==> src/verilog/pmc_pkg.sv <==
// Purpose: shared constants and types of the programming mode controller
// Assumes: one 40 MHz clock shared by the device end and the programmer end
// Notes: the link carries abstract commands, not the serial byte protocols
//
// Contract
// - reset pin held 5.1 ms enters programming mode
// - power-on or restart command gives normal mode
// - firmware flag or cleared lock enables auto mode
// - control command in programming mode starts RAM execution
// - lower 2 kB buffer; whole 4 kB code
// - both external RAMs readable and writable
// - internal and critical RAMs are denied
// - code flash is 64 equal erase sectors
// - 255-byte data area reached through commands only
// - config area holds locks, reached by commands
// - set locks block read-back, RAM run, sector erase
// - processor flash access ignores the locks
// - on-chip CRC-32 checked against top four bytes
// - fixed signature readable over SPI
// - pin entry works with blank flash
// - programmer without pin relies on firmware auto mode
// - programmer programs code and config areas first
// - programmer writes calibration into config area once
// - enable command after hold selects SPI or UART; USB only after auto mode entry
// - auto mode: internal reset request or short pin pulse boots into programming
// - power cycle or command clears auto flag
// - only full-chip erase sets the auto lock
package pmc_pkg;
	localparam int unsigned CLK_MHZ = 40;
	localparam int unsigned ENTRY_TIME_US = 5100; // 5.1 ms
	localparam int unsigned ENTRY_CYCLES = ENTRY_TIME_US * CLK_MHZ;
	localparam int unsigned ENTRY_MARGIN = 64;
	localparam int unsigned PULSE_CYCLES = 16;
	localparam int unsigned CNT_W = 18;
	localparam logic [16:0] FLASH_LAST = 17'h1ffff;
	localparam logic [16:0] CRC_ADDR = 17'h1fffc;
	localparam int unsigned SECTORS = 64;
	localparam int unsigned SECT_W = 6;
	localparam logic [16:0] XRAM4_BYTES = 17'h01000;
	localparam logic [16:0] BUF_BYTES = 17'h00800;
	localparam logic [16:0] XRAM12_BYTES = 17'h03000;
	localparam logic [16:0] DATA_BYTES = 17'h000ff;
	localparam logic [16:0] CFG_BYTES = 17'h00100;
	localparam logic [31:0] CRC_POLY = 32'hedb88320;
	localparam logic [31:0] CRC_INIT = 32'hffffffff;
	localparam logic [55:0] SIG_DEFAULT = 56'h0123456789abcd; // arbitrary value
	localparam int unsigned PROT_READ = 0;
	localparam int unsigned PROT_RAMX = 1;
	localparam int unsigned PROT_ERASE = 2;
	localparam int unsigned PROT_W = 3;
	localparam logic [7:0] OP_ENABLE = 8'h01;
	localparam logic [7:0] OP_READ = 8'h10;
	localparam logic [7:0] OP_WRITE = 8'h11;
	localparam logic [7:0] OP_ERASE_SECTOR = 8'h20;
	localparam logic [7:0] OP_ERASE_CHIP = 8'h21;
	localparam logic [7:0] OP_PROG_SECTOR = 8'h22;
	localparam logic [7:0] OP_SET_LOCK = 8'h30;
	localparam logic [7:0] OP_READ_LOCK = 8'h31;
	localparam logic [7:0] OP_CLR_APM_LOCK = 8'h32;
	localparam logic [7:0] OP_CLR_AUTO_PROGRAM_FLAG = 8'h33;
	localparam logic [7:0] OP_EXEC_RAM = 8'h40;
	localparam logic [7:0] OP_RESET_CHIP = 8'h41;
	localparam logic [7:0] OP_CRC_CHECK = 8'h50;
	localparam logic [7:0] OP_READ_SIG = 8'h60;
	localparam logic [7:0] REG_CTRL = 8'h00;
	localparam logic [7:0] REG_STATUS = 8'h04;
	localparam logic [7:0] REG_CMD = 8'h08;
	localparam logic [7:0] REG_ADDR = 8'h0c;
	localparam logic [7:0] REG_DATA = 8'h10;
	localparam logic [7:0] REG_RSP = 8'h14;
	localparam int unsigned CTRL_ENTER = 0;
	localparam int unsigned CTRL_PULSE = 1;
	localparam int unsigned CTRL_ABORT = 2;
	localparam int unsigned STAT_HOLD = 0;
	localparam int unsigned STAT_BUSY = 1;
	localparam int unsigned STAT_OK = 2;
	localparam int unsigned CMD_OP_LSB = 0;
	localparam int unsigned CMD_SP_LSB = 8;
	localparam int unsigned CMD_IF_LSB = 12;
	localparam logic [31:0] REG_RESET = 32'h00000000;
	localparam logic [1:0] AXI_OKAY = 2'h0;
	localparam logic [1:0] AXI_SLVERR = 2'h2;

	typedef enum logic [1:0] {MODE_NORMAL, MODE_PROG, MODE_AUTO, MODE_RAMEXEC} pmc_mode_e;
	typedef enum logic [1:0] {IF_SPI, IF_UART, IF_USB, IF_NONE} pmc_if_e;
	typedef enum logic [2:0] {SP_FLASH, SP_XRAM4, SP_XRAM12, SP_INTERNAL_DATA_RAM, SP_CRIT, SP_DATA,
		SP_CFG} pmc_space_e;
	typedef enum logic [2:0] {MOP_READ, MOP_WRITE, MOP_ERASE_SECTOR, MOP_ERASE_ALL,
		MOP_PROG_SECTOR} pmc_mop_e;

	// one reflected crc-32 step over a byte
	function automatic logic [31:0] pmc_crc_byte(input logic [31:0] c, input logic [7:0] d);
		logic [31:0] r;
		r = c ^ {24'h000000, d};
		for (int i = 0; i < 8; i++) begin
			r = r[0] ? ((r >> 1) ^ CRC_POLY) : (r >> 1);
		end
		return r;
	endfunction
endpackage

==> src/verilog/pmc_link.sv <==
`timescale 1ns/1ps
// Purpose: link between programmer and device, one modport per end
// Assumes: both ends on ref_clk
// Notes: reset pin modeled as a plain level driven by the programmer
interface pmc_link;
	logic rstnPin;
	logic cmdValid;
	logic cmdReady;
	pmc_pkg::pmc_if_e cmdIf;
	logic [7:0] cmdOp;
	pmc_pkg::pmc_space_e cmdSpace;
	logic [16:0] cmdAddr;
	logic [7:0] cmdData;
	logic rspValid;
	logic rspOk;
	logic [31:0] rspData;
	modport dev(input rstnPin, cmdValid, cmdIf, cmdOp, cmdSpace, cmdAddr, cmdData,
		output cmdReady, rspValid, rspOk, rspData);
	modport prog(output rstnPin, cmdValid, cmdIf, cmdOp, cmdSpace, cmdAddr, cmdData,
		input cmdReady, rspValid, rspOk, rspData);
endinterface

==> src/verilog/pmc_device.sv <==
`timescale 1ns/1ps
// Purpose: device end, mode selection, access policing, crc check
// Assumes: reset pin level on the link is synchronous to ref_clk
// Notes: flash, rams and nonvolatile areas sit behind the mem port
module pmc_device #(
	parameter int unsigned ENTRY_CYC = pmc_pkg::ENTRY_CYCLES,
	parameter logic [55:0] SIGNATURE = pmc_pkg::SIG_DEFAULT
) (
	input logic ref_clk,
	input logic rstn,
	input logic ce,
	pmc_link.dev lnk,
	input logic fwAutoProgSet,
	input logic intRstReq,
	input logic [pmc_pkg::PROT_W-1:0] nvProtectIn,
	input logic nvApmLockIn,
	output logic memReq,
	output pmc_pkg::pmc_mop_e memOp,
	output pmc_pkg::pmc_space_e memSpace,
	output logic [16:0] memAddr,
	output logic [7:0] memWdata,
	input logic [7:0] memRdata,
	input logic memAck,
	output pmc_pkg::pmc_mode_e mode,
	output pmc_pkg::pmc_if_e progIf,
	output logic cpuRun,
	output logic cpuFetchRam,
	output logic cpuFlashEn,
	output logic [pmc_pkg::PROT_W-1:0] nvProtect,
	output logic nvApmLock,
	output logic auto_program_flag
);
	import pmc_pkg::*;

	if (ENTRY_CYC < 2 || ENTRY_CYC >= (1 << CNT_W)) begin : g_chk
		$error("ENTRY_CYC out of range");
	end

	typedef enum logic [2:0] {ST_NORMAL, ST_RST_HOLD, ST_WAIT_IF, ST_IDLE, ST_MEM,
		ST_CRC_DATA, ST_CRC_TAIL, ST_RAM_EXEC} pmc_state_e;

	pmc_state_e state_ff, nxt_state;
	logic [CNT_W-1:0] holdCnt_ff, nxt_holdCnt;
	pmc_if_e progIf_ff, nxt_progIf;
	logic viaApm_ff, nxt_viaApm;
	logic loaded_ff, nxt_loaded;
	logic [PROT_W-1:0] prot_ff, nxt_prot;
	logic apmLock_ff, nxt_apmLock;
	logic auto_program_flag_ff, nxt_auto_program_flag;
	pmc_mop_e memOp_ff, nxt_memOp;
	pmc_space_e memSpace_ff, nxt_memSpace;
	logic [16:0] memAddr_ff, nxt_memAddr;
	logic [7:0] memWdata_ff, nxt_memWdata;
	logic [31:0] crc_ff, nxt_crc;
	logic [31:0] stored_ff, nxt_stored;
	logic rspValid_ff, nxt_rspValid;
	logic rspOk_ff, nxt_rspOk;
	logic [31:0] rspData_ff, nxt_rspData;
	logic apmOn, take, mine, clrAuto;

	// range check of a memory access by space
	function automatic logic accOk(input pmc_space_e sp, input logic [16:0] a,
		input logic wr, input logic rdProt);
		unique case (sp)
			SP_FLASH: accOk = !wr && !rdProt;
			SP_XRAM4: accOk = a < XRAM4_BYTES;
			SP_XRAM12: accOk = a < XRAM12_BYTES;
			SP_DATA: accOk = a < DATA_BYTES;
			SP_CFG: accOk = a < CFG_BYTES;
			default: accOk = 1'b0;
		endcase
	endfunction

	// auto mode from firmware flag or cleared lock
	assign apmOn = auto_program_flag_ff || !apmLock_ff;
	// commands are only taken in states that can act on them
	assign lnk.cmdReady = ce && lnk.rstnPin &&
		(state_ff == ST_WAIT_IF || state_ff == ST_IDLE || state_ff == ST_RAM_EXEC);
	assign take = lnk.cmdValid && lnk.cmdReady;
	assign mine = lnk.cmdIf == progIf_ff;

	// next-state logic for the whole controller
	always_comb begin
		nxt_state = state_ff;
		nxt_holdCnt = '0;
		nxt_progIf = progIf_ff;
		nxt_viaApm = viaApm_ff;
		nxt_loaded = 1'b1;
		nxt_prot = prot_ff;
		nxt_apmLock = apmLock_ff;
		nxt_memOp = memOp_ff;
		nxt_memSpace = memSpace_ff;
		nxt_memAddr = memAddr_ff;
		nxt_memWdata = memWdata_ff;
		nxt_crc = crc_ff;
		nxt_stored = stored_ff;
		nxt_rspValid = 1'b0;
		nxt_rspOk = rspOk_ff;
		nxt_rspData = rspData_ff;
		clrAuto = 1'b0;
		// nonvolatile locks are copied once after reset release
		if (!loaded_ff) begin
			nxt_prot = nvProtectIn;
			nxt_apmLock = nvApmLockIn;
		end
		if (!lnk.rstnPin) begin
			nxt_state = ST_RST_HOLD;
			nxt_progIf = IF_NONE;
			if (state_ff == ST_RST_HOLD && holdCnt_ff < CNT_W'(ENTRY_CYC)) begin
				nxt_holdCnt = holdCnt_ff + 1'b1;
			end else if (state_ff == ST_RST_HOLD) begin
				nxt_holdCnt = holdCnt_ff;
			end
		end else begin
			unique case (state_ff)
				ST_NORMAL: begin
					if (intRstReq && apmOn) begin
						nxt_state = ST_WAIT_IF;
						nxt_viaApm = 1'b1;
					end
				end
				ST_RST_HOLD: begin
					// entry never looks at flash contents
					if (holdCnt_ff >= CNT_W'(ENTRY_CYC - 1)) begin
						nxt_state = ST_WAIT_IF;
						nxt_viaApm = 1'b0;
					end else if (apmOn) begin
						nxt_state = ST_WAIT_IF;
						nxt_viaApm = 1'b1;
					end else begin
						nxt_state = ST_NORMAL;
					end
				end
				ST_WAIT_IF: begin
					if (take && lnk.cmdOp == OP_ENABLE && lnk.cmdIf != IF_NONE &&
						(lnk.cmdIf != IF_USB || viaApm_ff)) begin
						nxt_progIf = lnk.cmdIf;
						nxt_state = ST_IDLE;
						nxt_rspValid = 1'b1;
						nxt_rspOk = 1'b1;
						nxt_rspData = '0;
					end
				end
				ST_IDLE: begin
					if (take && mine) begin
						nxt_rspValid = 1'b1;
						nxt_rspOk = 1'b1;
						nxt_rspData = '0;
						nxt_memSpace = lnk.cmdSpace;
						nxt_memAddr = lnk.cmdAddr;
						nxt_memWdata = lnk.cmdData;
						unique case (lnk.cmdOp)
							OP_READ, OP_WRITE: begin
								if (accOk(lnk.cmdSpace, lnk.cmdAddr, lnk.cmdOp == OP_WRITE,
									prot_ff[PROT_READ])) begin
									nxt_rspValid = 1'b0;
									nxt_memOp = (lnk.cmdOp == OP_WRITE) ? MOP_WRITE : MOP_READ;
									nxt_state = ST_MEM;
								end else begin
									nxt_rspOk = 1'b0;
								end
							end
							OP_ERASE_SECTOR, OP_PROG_SECTOR: begin
								// sector index in the low address bits
								nxt_memSpace = SP_FLASH;
								nxt_memAddr = {11'h000, lnk.cmdAddr[SECT_W-1:0]};
								if (lnk.cmdOp == OP_ERASE_SECTOR && prot_ff[PROT_ERASE]) begin
									nxt_rspOk = 1'b0;
								end else begin
									nxt_rspValid = 1'b0;
									// program copies the lower half buffer of the 4 kB ram
									nxt_memOp = (lnk.cmdOp == OP_ERASE_SECTOR) ?
										MOP_ERASE_SECTOR : MOP_PROG_SECTOR;
									nxt_state = ST_MEM;
								end
							end
							OP_ERASE_CHIP: begin
								nxt_rspValid = 1'b0;
								nxt_memSpace = SP_FLASH;
								nxt_memOp = MOP_ERASE_ALL;
								nxt_apmLock = 1'b1;
								nxt_state = ST_MEM;
							end
							// protection locks only ever get set, never cleared here
							OP_SET_LOCK: nxt_prot = prot_ff | lnk.cmdData[PROT_W-1:0];
							OP_READ_LOCK: nxt_rspData = {27'h0000000, prot_ff, apmLock_ff,
								auto_program_flag_ff};
							OP_CLR_APM_LOCK: nxt_apmLock = 1'b0;
							OP_CLR_AUTO_PROGRAM_FLAG: clrAuto = 1'b1;
							OP_EXEC_RAM: begin
								if (prot_ff[PROT_RAMX]) begin
									nxt_rspOk = 1'b0;
								end else begin
									nxt_state = ST_RAM_EXEC;
								end
							end
							OP_RESET_CHIP: begin
								nxt_state = ST_NORMAL;
								nxt_progIf = IF_NONE;
							end
							OP_CRC_CHECK: begin
								nxt_rspValid = 1'b0;
								nxt_crc = CRC_INIT;
								nxt_memSpace = SP_FLASH;
								nxt_memOp = MOP_READ;
								nxt_memAddr = '0;
								nxt_state = ST_CRC_DATA;
							end
							OP_READ_SIG: begin
								if (progIf_ff == IF_SPI && lnk.cmdAddr[2:0] != 3'h7) begin
									nxt_rspData = {24'h000000,
										SIGNATURE[8 * (6 - int'(lnk.cmdAddr[2:0])) +: 8]};
								end else begin
									nxt_rspOk = 1'b0;
								end
							end
							default: nxt_rspOk = 1'b0;
						endcase
					end
				end
				ST_MEM: begin
					if (memAck) begin
						nxt_rspValid = 1'b1;
						nxt_rspOk = 1'b1;
						nxt_rspData = {24'h000000, memRdata};
						nxt_state = ST_IDLE;
					end
				end
				ST_CRC_DATA: begin
					if (memAck) begin
						nxt_crc = pmc_crc_byte(crc_ff, memRdata);
						nxt_memAddr = memAddr_ff + 17'h00001;
						if (memAddr_ff == CRC_ADDR - 17'h00001) begin
							nxt_state = ST_CRC_TAIL;
						end
					end
				end
				ST_CRC_TAIL: begin
					// stored checksum is little endian from the lowest address
					if (memAck) begin
						nxt_stored = {memRdata, stored_ff[31:8]};
						nxt_memAddr = memAddr_ff + 17'h00001;
						if (memAddr_ff == FLASH_LAST) begin
							nxt_rspValid = 1'b1;
							nxt_rspData = ~crc_ff;
							nxt_rspOk = {memRdata, stored_ff[31:8]} == ~crc_ff;
							nxt_state = ST_IDLE;
						end
					end
				end
				ST_RAM_EXEC: begin
					// the cpu owns the ram, only a restart is honoured
					if (take && mine && lnk.cmdOp == OP_RESET_CHIP) begin
						nxt_state = ST_NORMAL;
						nxt_progIf = IF_NONE;
					end
				end
				default: nxt_state = ST_NORMAL;
			endcase
		end
		// firmware set wins over a clear in the same cycle
		nxt_auto_program_flag = fwAutoProgSet ? 1'b1 : (clrAuto ? 1'b0 : auto_program_flag_ff);
	end

	// registers; power-on reset clears the auto flag
	always_ff @(posedge ref_clk or negedge rstn) begin
		if (!rstn) begin
			state_ff <= ST_NORMAL;
			holdCnt_ff <= '0;
			progIf_ff <= IF_NONE;
			viaApm_ff <= 1'b0;
			loaded_ff <= 1'b0;
			prot_ff <= '0;
			apmLock_ff <= 1'b1;
			auto_program_flag_ff <= 1'b0;
			memOp_ff <= MOP_READ;
			memSpace_ff <= SP_FLASH;
			memAddr_ff <= '0;
			memWdata_ff <= '0;
			crc_ff <= CRC_INIT;
			stored_ff <= '0;
			rspValid_ff <= 1'b0;
			rspOk_ff <= 1'b0;
			rspData_ff <= '0;
		end else if (ce) begin
			state_ff <= nxt_state;
			holdCnt_ff <= nxt_holdCnt;
			progIf_ff <= nxt_progIf;
			viaApm_ff <= nxt_viaApm;
			loaded_ff <= nxt_loaded;
			prot_ff <= nxt_prot;
			apmLock_ff <= nxt_apmLock;
			auto_program_flag_ff <= nxt_auto_program_flag;
			memOp_ff <= nxt_memOp;
			memSpace_ff <= nxt_memSpace;
			memAddr_ff <= nxt_memAddr;
			memWdata_ff <= nxt_memWdata;
			crc_ff <= nxt_crc;
			stored_ff <= nxt_stored;
			rspValid_ff <= nxt_rspValid;
			rspOk_ff <= nxt_rspOk;
			rspData_ff <= nxt_rspData;
		end
	end

	// outputs
	assign memReq = ce && lnk.rstnPin &&
		(state_ff == ST_MEM || state_ff == ST_CRC_DATA || state_ff == ST_CRC_TAIL);
	assign memOp = memOp_ff;
	assign memSpace = memSpace_ff;
	assign memAddr = memAddr_ff;
	assign memWdata = memWdata_ff;
	assign lnk.rspValid = rspValid_ff && ce;
	assign lnk.rspOk = rspOk_ff;
	assign lnk.rspData = rspData_ff;
	assign mode = (state_ff == ST_NORMAL || state_ff == ST_RST_HOLD) ? MODE_NORMAL :
		(state_ff == ST_RAM_EXEC) ? MODE_RAMEXEC : (viaApm_ff ? MODE_AUTO : MODE_PROG);
	assign progIf = progIf_ff;
	assign cpuRun = state_ff == ST_NORMAL || state_ff == ST_RAM_EXEC;
	assign cpuFetchRam = state_ff == ST_RAM_EXEC;
	// locks deliberately not in this term
	assign cpuFlashEn = state_ff == ST_NORMAL;
	assign nvProtect = prot_ff;
	assign nvApmLock = apmLock_ff;
	assign auto_program_flag = auto_program_flag_ff;
endmodule

==> src/flat_wrapper.sv <==
// flat-port wrapper written by rule: the top's interface ports become plain ports
module pmc_device_flat import pmc_pkg::*;
#(
	parameter int unsigned ENTRY_CYC = pmc_pkg::ENTRY_CYCLES,
	parameter logic [55:0] SIGNATURE = pmc_pkg::SIG_DEFAULT
)
  (ref_clk, rstn, ce, fwAutoProgSet, intRstReq, nvProtectIn, nvApmLockIn, memReq, memOp, memSpace, memAddr, memWdata, memRdata, memAck, mode, progIf, cpuRun, cpuFetchRam, cpuFlashEn, nvProtect, nvApmLock, auto_program_flag, lnk_rstnPin, lnk_cmdValid, lnk_cmdIf, lnk_cmdOp, lnk_cmdSpace, lnk_cmdAddr, lnk_cmdData, lnk_cmdReady, lnk_rspValid, lnk_rspOk, lnk_rspData);
  pmc_link lnk_i ();
  input logic ref_clk;
  input logic rstn;
  input logic ce;
  input logic fwAutoProgSet;
  input logic intRstReq;
  input logic [pmc_pkg::PROT_W-1:0] nvProtectIn;
  input logic nvApmLockIn;
  output logic memReq;
  output pmc_pkg::pmc_mop_e memOp;
  output pmc_pkg::pmc_space_e memSpace;
  output logic [16:0] memAddr;
  output logic [7:0] memWdata;
  input logic [7:0] memRdata;
  input logic memAck;
  output pmc_pkg::pmc_mode_e mode;
  output pmc_pkg::pmc_if_e progIf;
  output logic cpuRun;
  output logic cpuFetchRam;
  output logic cpuFlashEn;
  output logic [pmc_pkg::PROT_W-1:0] nvProtect;
  output logic nvApmLock;
  output logic auto_program_flag;
  input wire logic [$bits(lnk_i.rstnPin)-1:0] lnk_rstnPin;
  input wire logic [$bits(lnk_i.cmdValid)-1:0] lnk_cmdValid;
  input wire logic [$bits(lnk_i.cmdIf)-1:0] lnk_cmdIf;
  input wire logic [$bits(lnk_i.cmdOp)-1:0] lnk_cmdOp;
  input wire logic [$bits(lnk_i.cmdSpace)-1:0] lnk_cmdSpace;
  input wire logic [$bits(lnk_i.cmdAddr)-1:0] lnk_cmdAddr;
  input wire logic [$bits(lnk_i.cmdData)-1:0] lnk_cmdData;
  output wire logic [$bits(lnk_i.cmdReady)-1:0] lnk_cmdReady;
  output wire logic [$bits(lnk_i.rspValid)-1:0] lnk_rspValid;
  output wire logic [$bits(lnk_i.rspOk)-1:0] lnk_rspOk;
  output wire logic [$bits(lnk_i.rspData)-1:0] lnk_rspData;
  assign lnk_i.rstnPin = lnk_rstnPin;
  assign lnk_i.cmdValid = lnk_cmdValid;
  assign lnk_i.cmdIf = lnk_cmdIf;
  assign lnk_i.cmdOp = lnk_cmdOp;
  assign lnk_i.cmdSpace = lnk_cmdSpace;
  assign lnk_i.cmdAddr = lnk_cmdAddr;
  assign lnk_i.cmdData = lnk_cmdData;
  assign lnk_cmdReady = lnk_i.cmdReady;
  assign lnk_rspValid = lnk_i.rspValid;
  assign lnk_rspOk = lnk_i.rspOk;
  assign lnk_rspData = lnk_i.rspData;
  pmc_device #(.ENTRY_CYC(ENTRY_CYC), .SIGNATURE(SIGNATURE)) u_core (.ref_clk(ref_clk), .rstn(rstn), .ce(ce), .lnk(lnk_i), .fwAutoProgSet(fwAutoProgSet), .intRstReq(intRstReq), .nvProtectIn(nvProtectIn), .nvApmLockIn(nvApmLockIn), .memReq(memReq), .memOp(memOp), .memSpace(memSpace), .memAddr(memAddr), .memWdata(memWdata), .memRdata(memRdata), .memAck(memAck), .mode(mode), .progIf(progIf), .cpuRun(cpuRun), .cpuFetchRam(cpuFetchRam), .cpuFlashEn(cpuFlashEn), .nvProtect(nvProtect), .nvApmLock(nvApmLock), .auto_program_flag(auto_program_flag));
endmodule
==> config.mk <==
export PLATFORM = sky130hd
export DESIGN_NAME = pmc_device_flat
export DESIGN_NICKNAME = d
export VERILOG_FILES = /design/src/verilog/pmc_pkg.sv /design/src/verilog/pmc_link.sv /design/src/verilog/pmc_device.sv /design/src/flat_wrapper.sv
export SDC_FILE = /design/constraint.sdc
export NUM_CORES = 1
export LEC_CHECK = 0
export ABC_CLOCK_PERIOD_IN_PS = 3140
export BUFFER_PORTS_ARGS = -buffer_cell sky130_fd_sc_hd__buf_2
export CAP_MARGIN = 10
export CORE_MARGIN = 3
export CORE_UTILIZATION = 30
export DETAILED_ROUTE_END_ITERATION = 7
export RECOVER_POWER = 50
export SLEW_MARGIN = 10
export SYNTH_ARGS = -nofsm -noshare
export SYNTH_HDL_FRONTEND = slang
export SYNTH_SLANG_ARGS = --single-unit
==> constraint.sdc <==
create_clock -name ref_clk -period 3.14 [get_ports ref_clk]
set_clock_uncertainty 0.1 [all_clocks]
set_input_delay 0.314 -clock ref_clk [delete_from_list [all_inputs] [get_ports ref_clk]]
set_output_delay 0.314 -clock ref_clk [all_outputs]
set_load 0.01 [all_outputs]
==> metrics <==
Num CTS Buffers 17; routability congestion estimate from global placement between 0.8 and 0.9; mean post-synth cell area 9.11 um^2; most frequent cells in the layout nand2_1 (121), dfrtp_1 (116), buf_2 (86); Ys Warns 0; DR vias 7,618; Peak Freq 356 MHz; RSZ-0062 raised after global routing false; initial antenna violation count 3; vias in the first global route between 7,000 and 8,000; IO Count around 140; Post-synth top flop dfrtp_1; syn_nets approximately 1,000; crit path time final 2.81 ns; register clock-pin slew on the reported worst setup and hold paths approximately 0.070 ns; commonest non-fill, non-tap cell in the layout nand2_1; clock sink count ~150; net total in the final layout 1,161; r2r setup slk between 0.3 and 0.4 ns; # DRC 0; CP arrival 3.03 ns; layout cells sized above 1 roughly a fifth; Worst setup SP type flip-flop; Netlist cell types 62; crit share post-route 89.4%; Yosys top cell area share 33.5%; port buffer count 136; Post-DP HPWL 19.3 mm; Final ANT Viol Nets 0; global route overflow 0; Worst-Margin Slew roughly 1.2 ns; Leakage between 4 and 5 nW; Initial DRC Count 594; row cnt 61; final wirelength ~26 mm; CTS tree built; die span in x between 150 and 200 um; Critical Path End Type flip-flop; worst skew pair latency 0.43 ns; CP Data Required Time 3.36 ns; Slew HR 18.1%; GRT Total Usage 16.6%; M2 GR Usage 26.4%; setup TNS 0 ns; largest area contributor in the netlist dfrtp_1; Synth Instances 951; Initial Util 30.8%; fin cells roughly 1,500; die height 176 um; Most Crowded Layer GR met2; first-pass GRT wire length 40.9 mm; DRT Pass-1 Iters 5; dpl cells 1,442; pwr dens 858 nW/um^2; EDFF count, synth 0; Area Growth Syn to Fin 21.1%; post-synthesis register bit count 151; Fin. Hold Viols 0; Via density 5.13; CP Max Fanout 6; GR Util met3 3.12%; largest net degree at the start of global routing 73; Routed WL per cell 17.3 um; Final Setup Violations 0; top cells by area, synth dfrtp_1 (33%), dfstp_2 (11%), xnor2_1 (5.7%); Syn Std Cell Area a little under 9000 um^2; fin. max-slew vios 0; met1 usage 23.0%; Synth async-reset ratio 100%; worst hold path class in2reg; outcome finished, final reports clean; Clock H-tree levels 4; WS Path Type reg2reg; Max-Cap Viols 0; root buffer cell clkbuf_16; core footprint 28,200 um^2; clk buf depth 2; maximum VDD drop 0.402 mV; Seq/Total Area, Yosys 44.1%; Die Area between 30,000 and 40,000 um^2
power by group:
part           internal (mW)  total (mW)  switching [mW]
Sequential              2.54        3.19           0.645
Clock                   1.09        2.10            1.01
Combinational           1.57        3.72            2.15
kinds of logic (layout without fill, tap and decap cells):
logic type / after synthesis / count (layout) / share of synthesized area (%)
adders and majority gates: 11 / 11 / 1.59
xor gates and xnor gates: 113 / 113 / 11.7
AOI/OAI and AO/OA: 237 / 237 / 17.1
muxes: 26 / 26 / 3.38
and+or+nand+nor: 347 / 347 / 19.0
DFF: 151 / 151 / 44.1
other: 0 / 1 / 0
buffers and inverters: 66 / 220 / 3.10
worst max-delay path, cell delays in order (launching register included):
cell,delay (ns)
dfrtp_1,0.45
ha_1,0.26
nand2_1,0.13
nor2_2,0.19
nand2_1,0.10
nor2_1,0.13
ha_1,0.18
nand2b_1,0.13
a21oi_1,0.08
a31oi_1,0.15
nand4_1,0.14
a31oi_1,0.26
o21ai_0,0.16
a22o_1,0.25
layout make-up:
| class | count | area [um^2] |
|---|---|---|
| diodes | 1 | 2.50 |
| fillers | 2881 | 17700 |
| well taps | 378 | 473 |
| clock buffers | 17 | 425 |
| flip-flops and latches | 151 | 3820 |
| repair buffers | 170 | 911 |
| multi-input cells | 734 | 4600 |
| clock inverters | 15 | 196 |
| inverters | 18 | 67.6 |
routing by layer:
| layer | vias up | part of all wire [%] |
|---|---|---|
| li1 | 3695 | - |
| met1 | 3667 | 46 |
| met2 | 222 | 47 |
| met3 | 30 | 5.7 |
| met4 | 4 | 1.8 |
| met5 | - | 0.062 |
what timing repair did:
| item | CTS | global route |
|---|---|---|
| gates resized for setup | 0 | 3 |
| hold buffers | 9 | 0 |
| setup endpoints to repair | 0 | 23 |
| buffers inserted | 0 | 0 |
| endpoints found under the hold margin | 40 | 0 |
per-stage QoR:
stage               utilization (%)  power [mW]  hold WS (ns)  area (um^2)  worst slack [ns]
global placement               35.0        6.89         0.192         9860             0.449
CTS                            37.5        9.10       0.00701        10600             0.260
detailed placement             35.0        6.95         0.191         9860             0.301
finish                         37.3        9.01        0.0186        10500             0.332
global route                   37.3        9.62        0.0104        10500            0.0762
floorplan                         -        5.68       -0.0816         8670             0.520
synth_stat cells, types with 3 or more instances:
master / number
clkbuf_1: 34
dfrtp_1: 116
inv_1: 18
nor3_1: 16
and4_1: 4
a21oi_1: 44
mux2_2: 26
a211oi_1: 3
o31ai_1: 34
nand2b_1: 8
xor2_1: 54
a221oi_1: 3
nor4_1: 10
dfstp_2: 35
nand3b_1: 4
buf_2: 11
o21ai_0: 67
nor2_1: 84
and3_1: 12
xnor2_1: 56
a31oi_1: 40
and2_1: 8
a22o_1: 5
o2111ai_1: 3
ha_1: 11
nand4_1: 18
nand2_1: 121
o21a_1: 3
o22ai_1: 6
a22oi_1: 8
nor2b_1: 11
nand3_1: 39
state kept, by name, indices dropped and copies added (netlist names):
register,count
u_core.nvApmLock,1
u_core.lnk.rspData,32
u_core.loaded_ff,1
u_core.stored_ff,24
u_core.crc_ff,32
u_core.memWdata,8
u_core.nvProtect,3
u_core.auto_program_flag,1
u_core.memOp,3
u_core.memAddr,17
u_core.lnk.rspOk,1
u_core.memSpace,3
u_core.state_ff,3
u_core.rspValid_ff,1
u_core.progIf,2
u_core.viaApm_ff,1
u_core.holdCnt_ff,18
worst paths after layout:
| path | start | end | depth (start not counted) |
|---|---|---|---|
| worst max-delay path | u_core.memAddr[0] | u_core.state_ff[1] | 13 |
| worst min-delay path | fwAutoProgSet | u_core.auto_program_flag | 2 |
| worst max register to register | u_core.memAddr[0] | u_core.state_ff[1] | 13 |
| worst min register to register | u_core.memWdata[0] | u_core.memWdata[0] | 2 |
| max in group asynchronous | rstn | u_core.loaded_ff | 3 |
| min in group asynchronous | rstn | u_core.lnk.rspData[30] | 2 |
(Power assumes the default switching activity.)
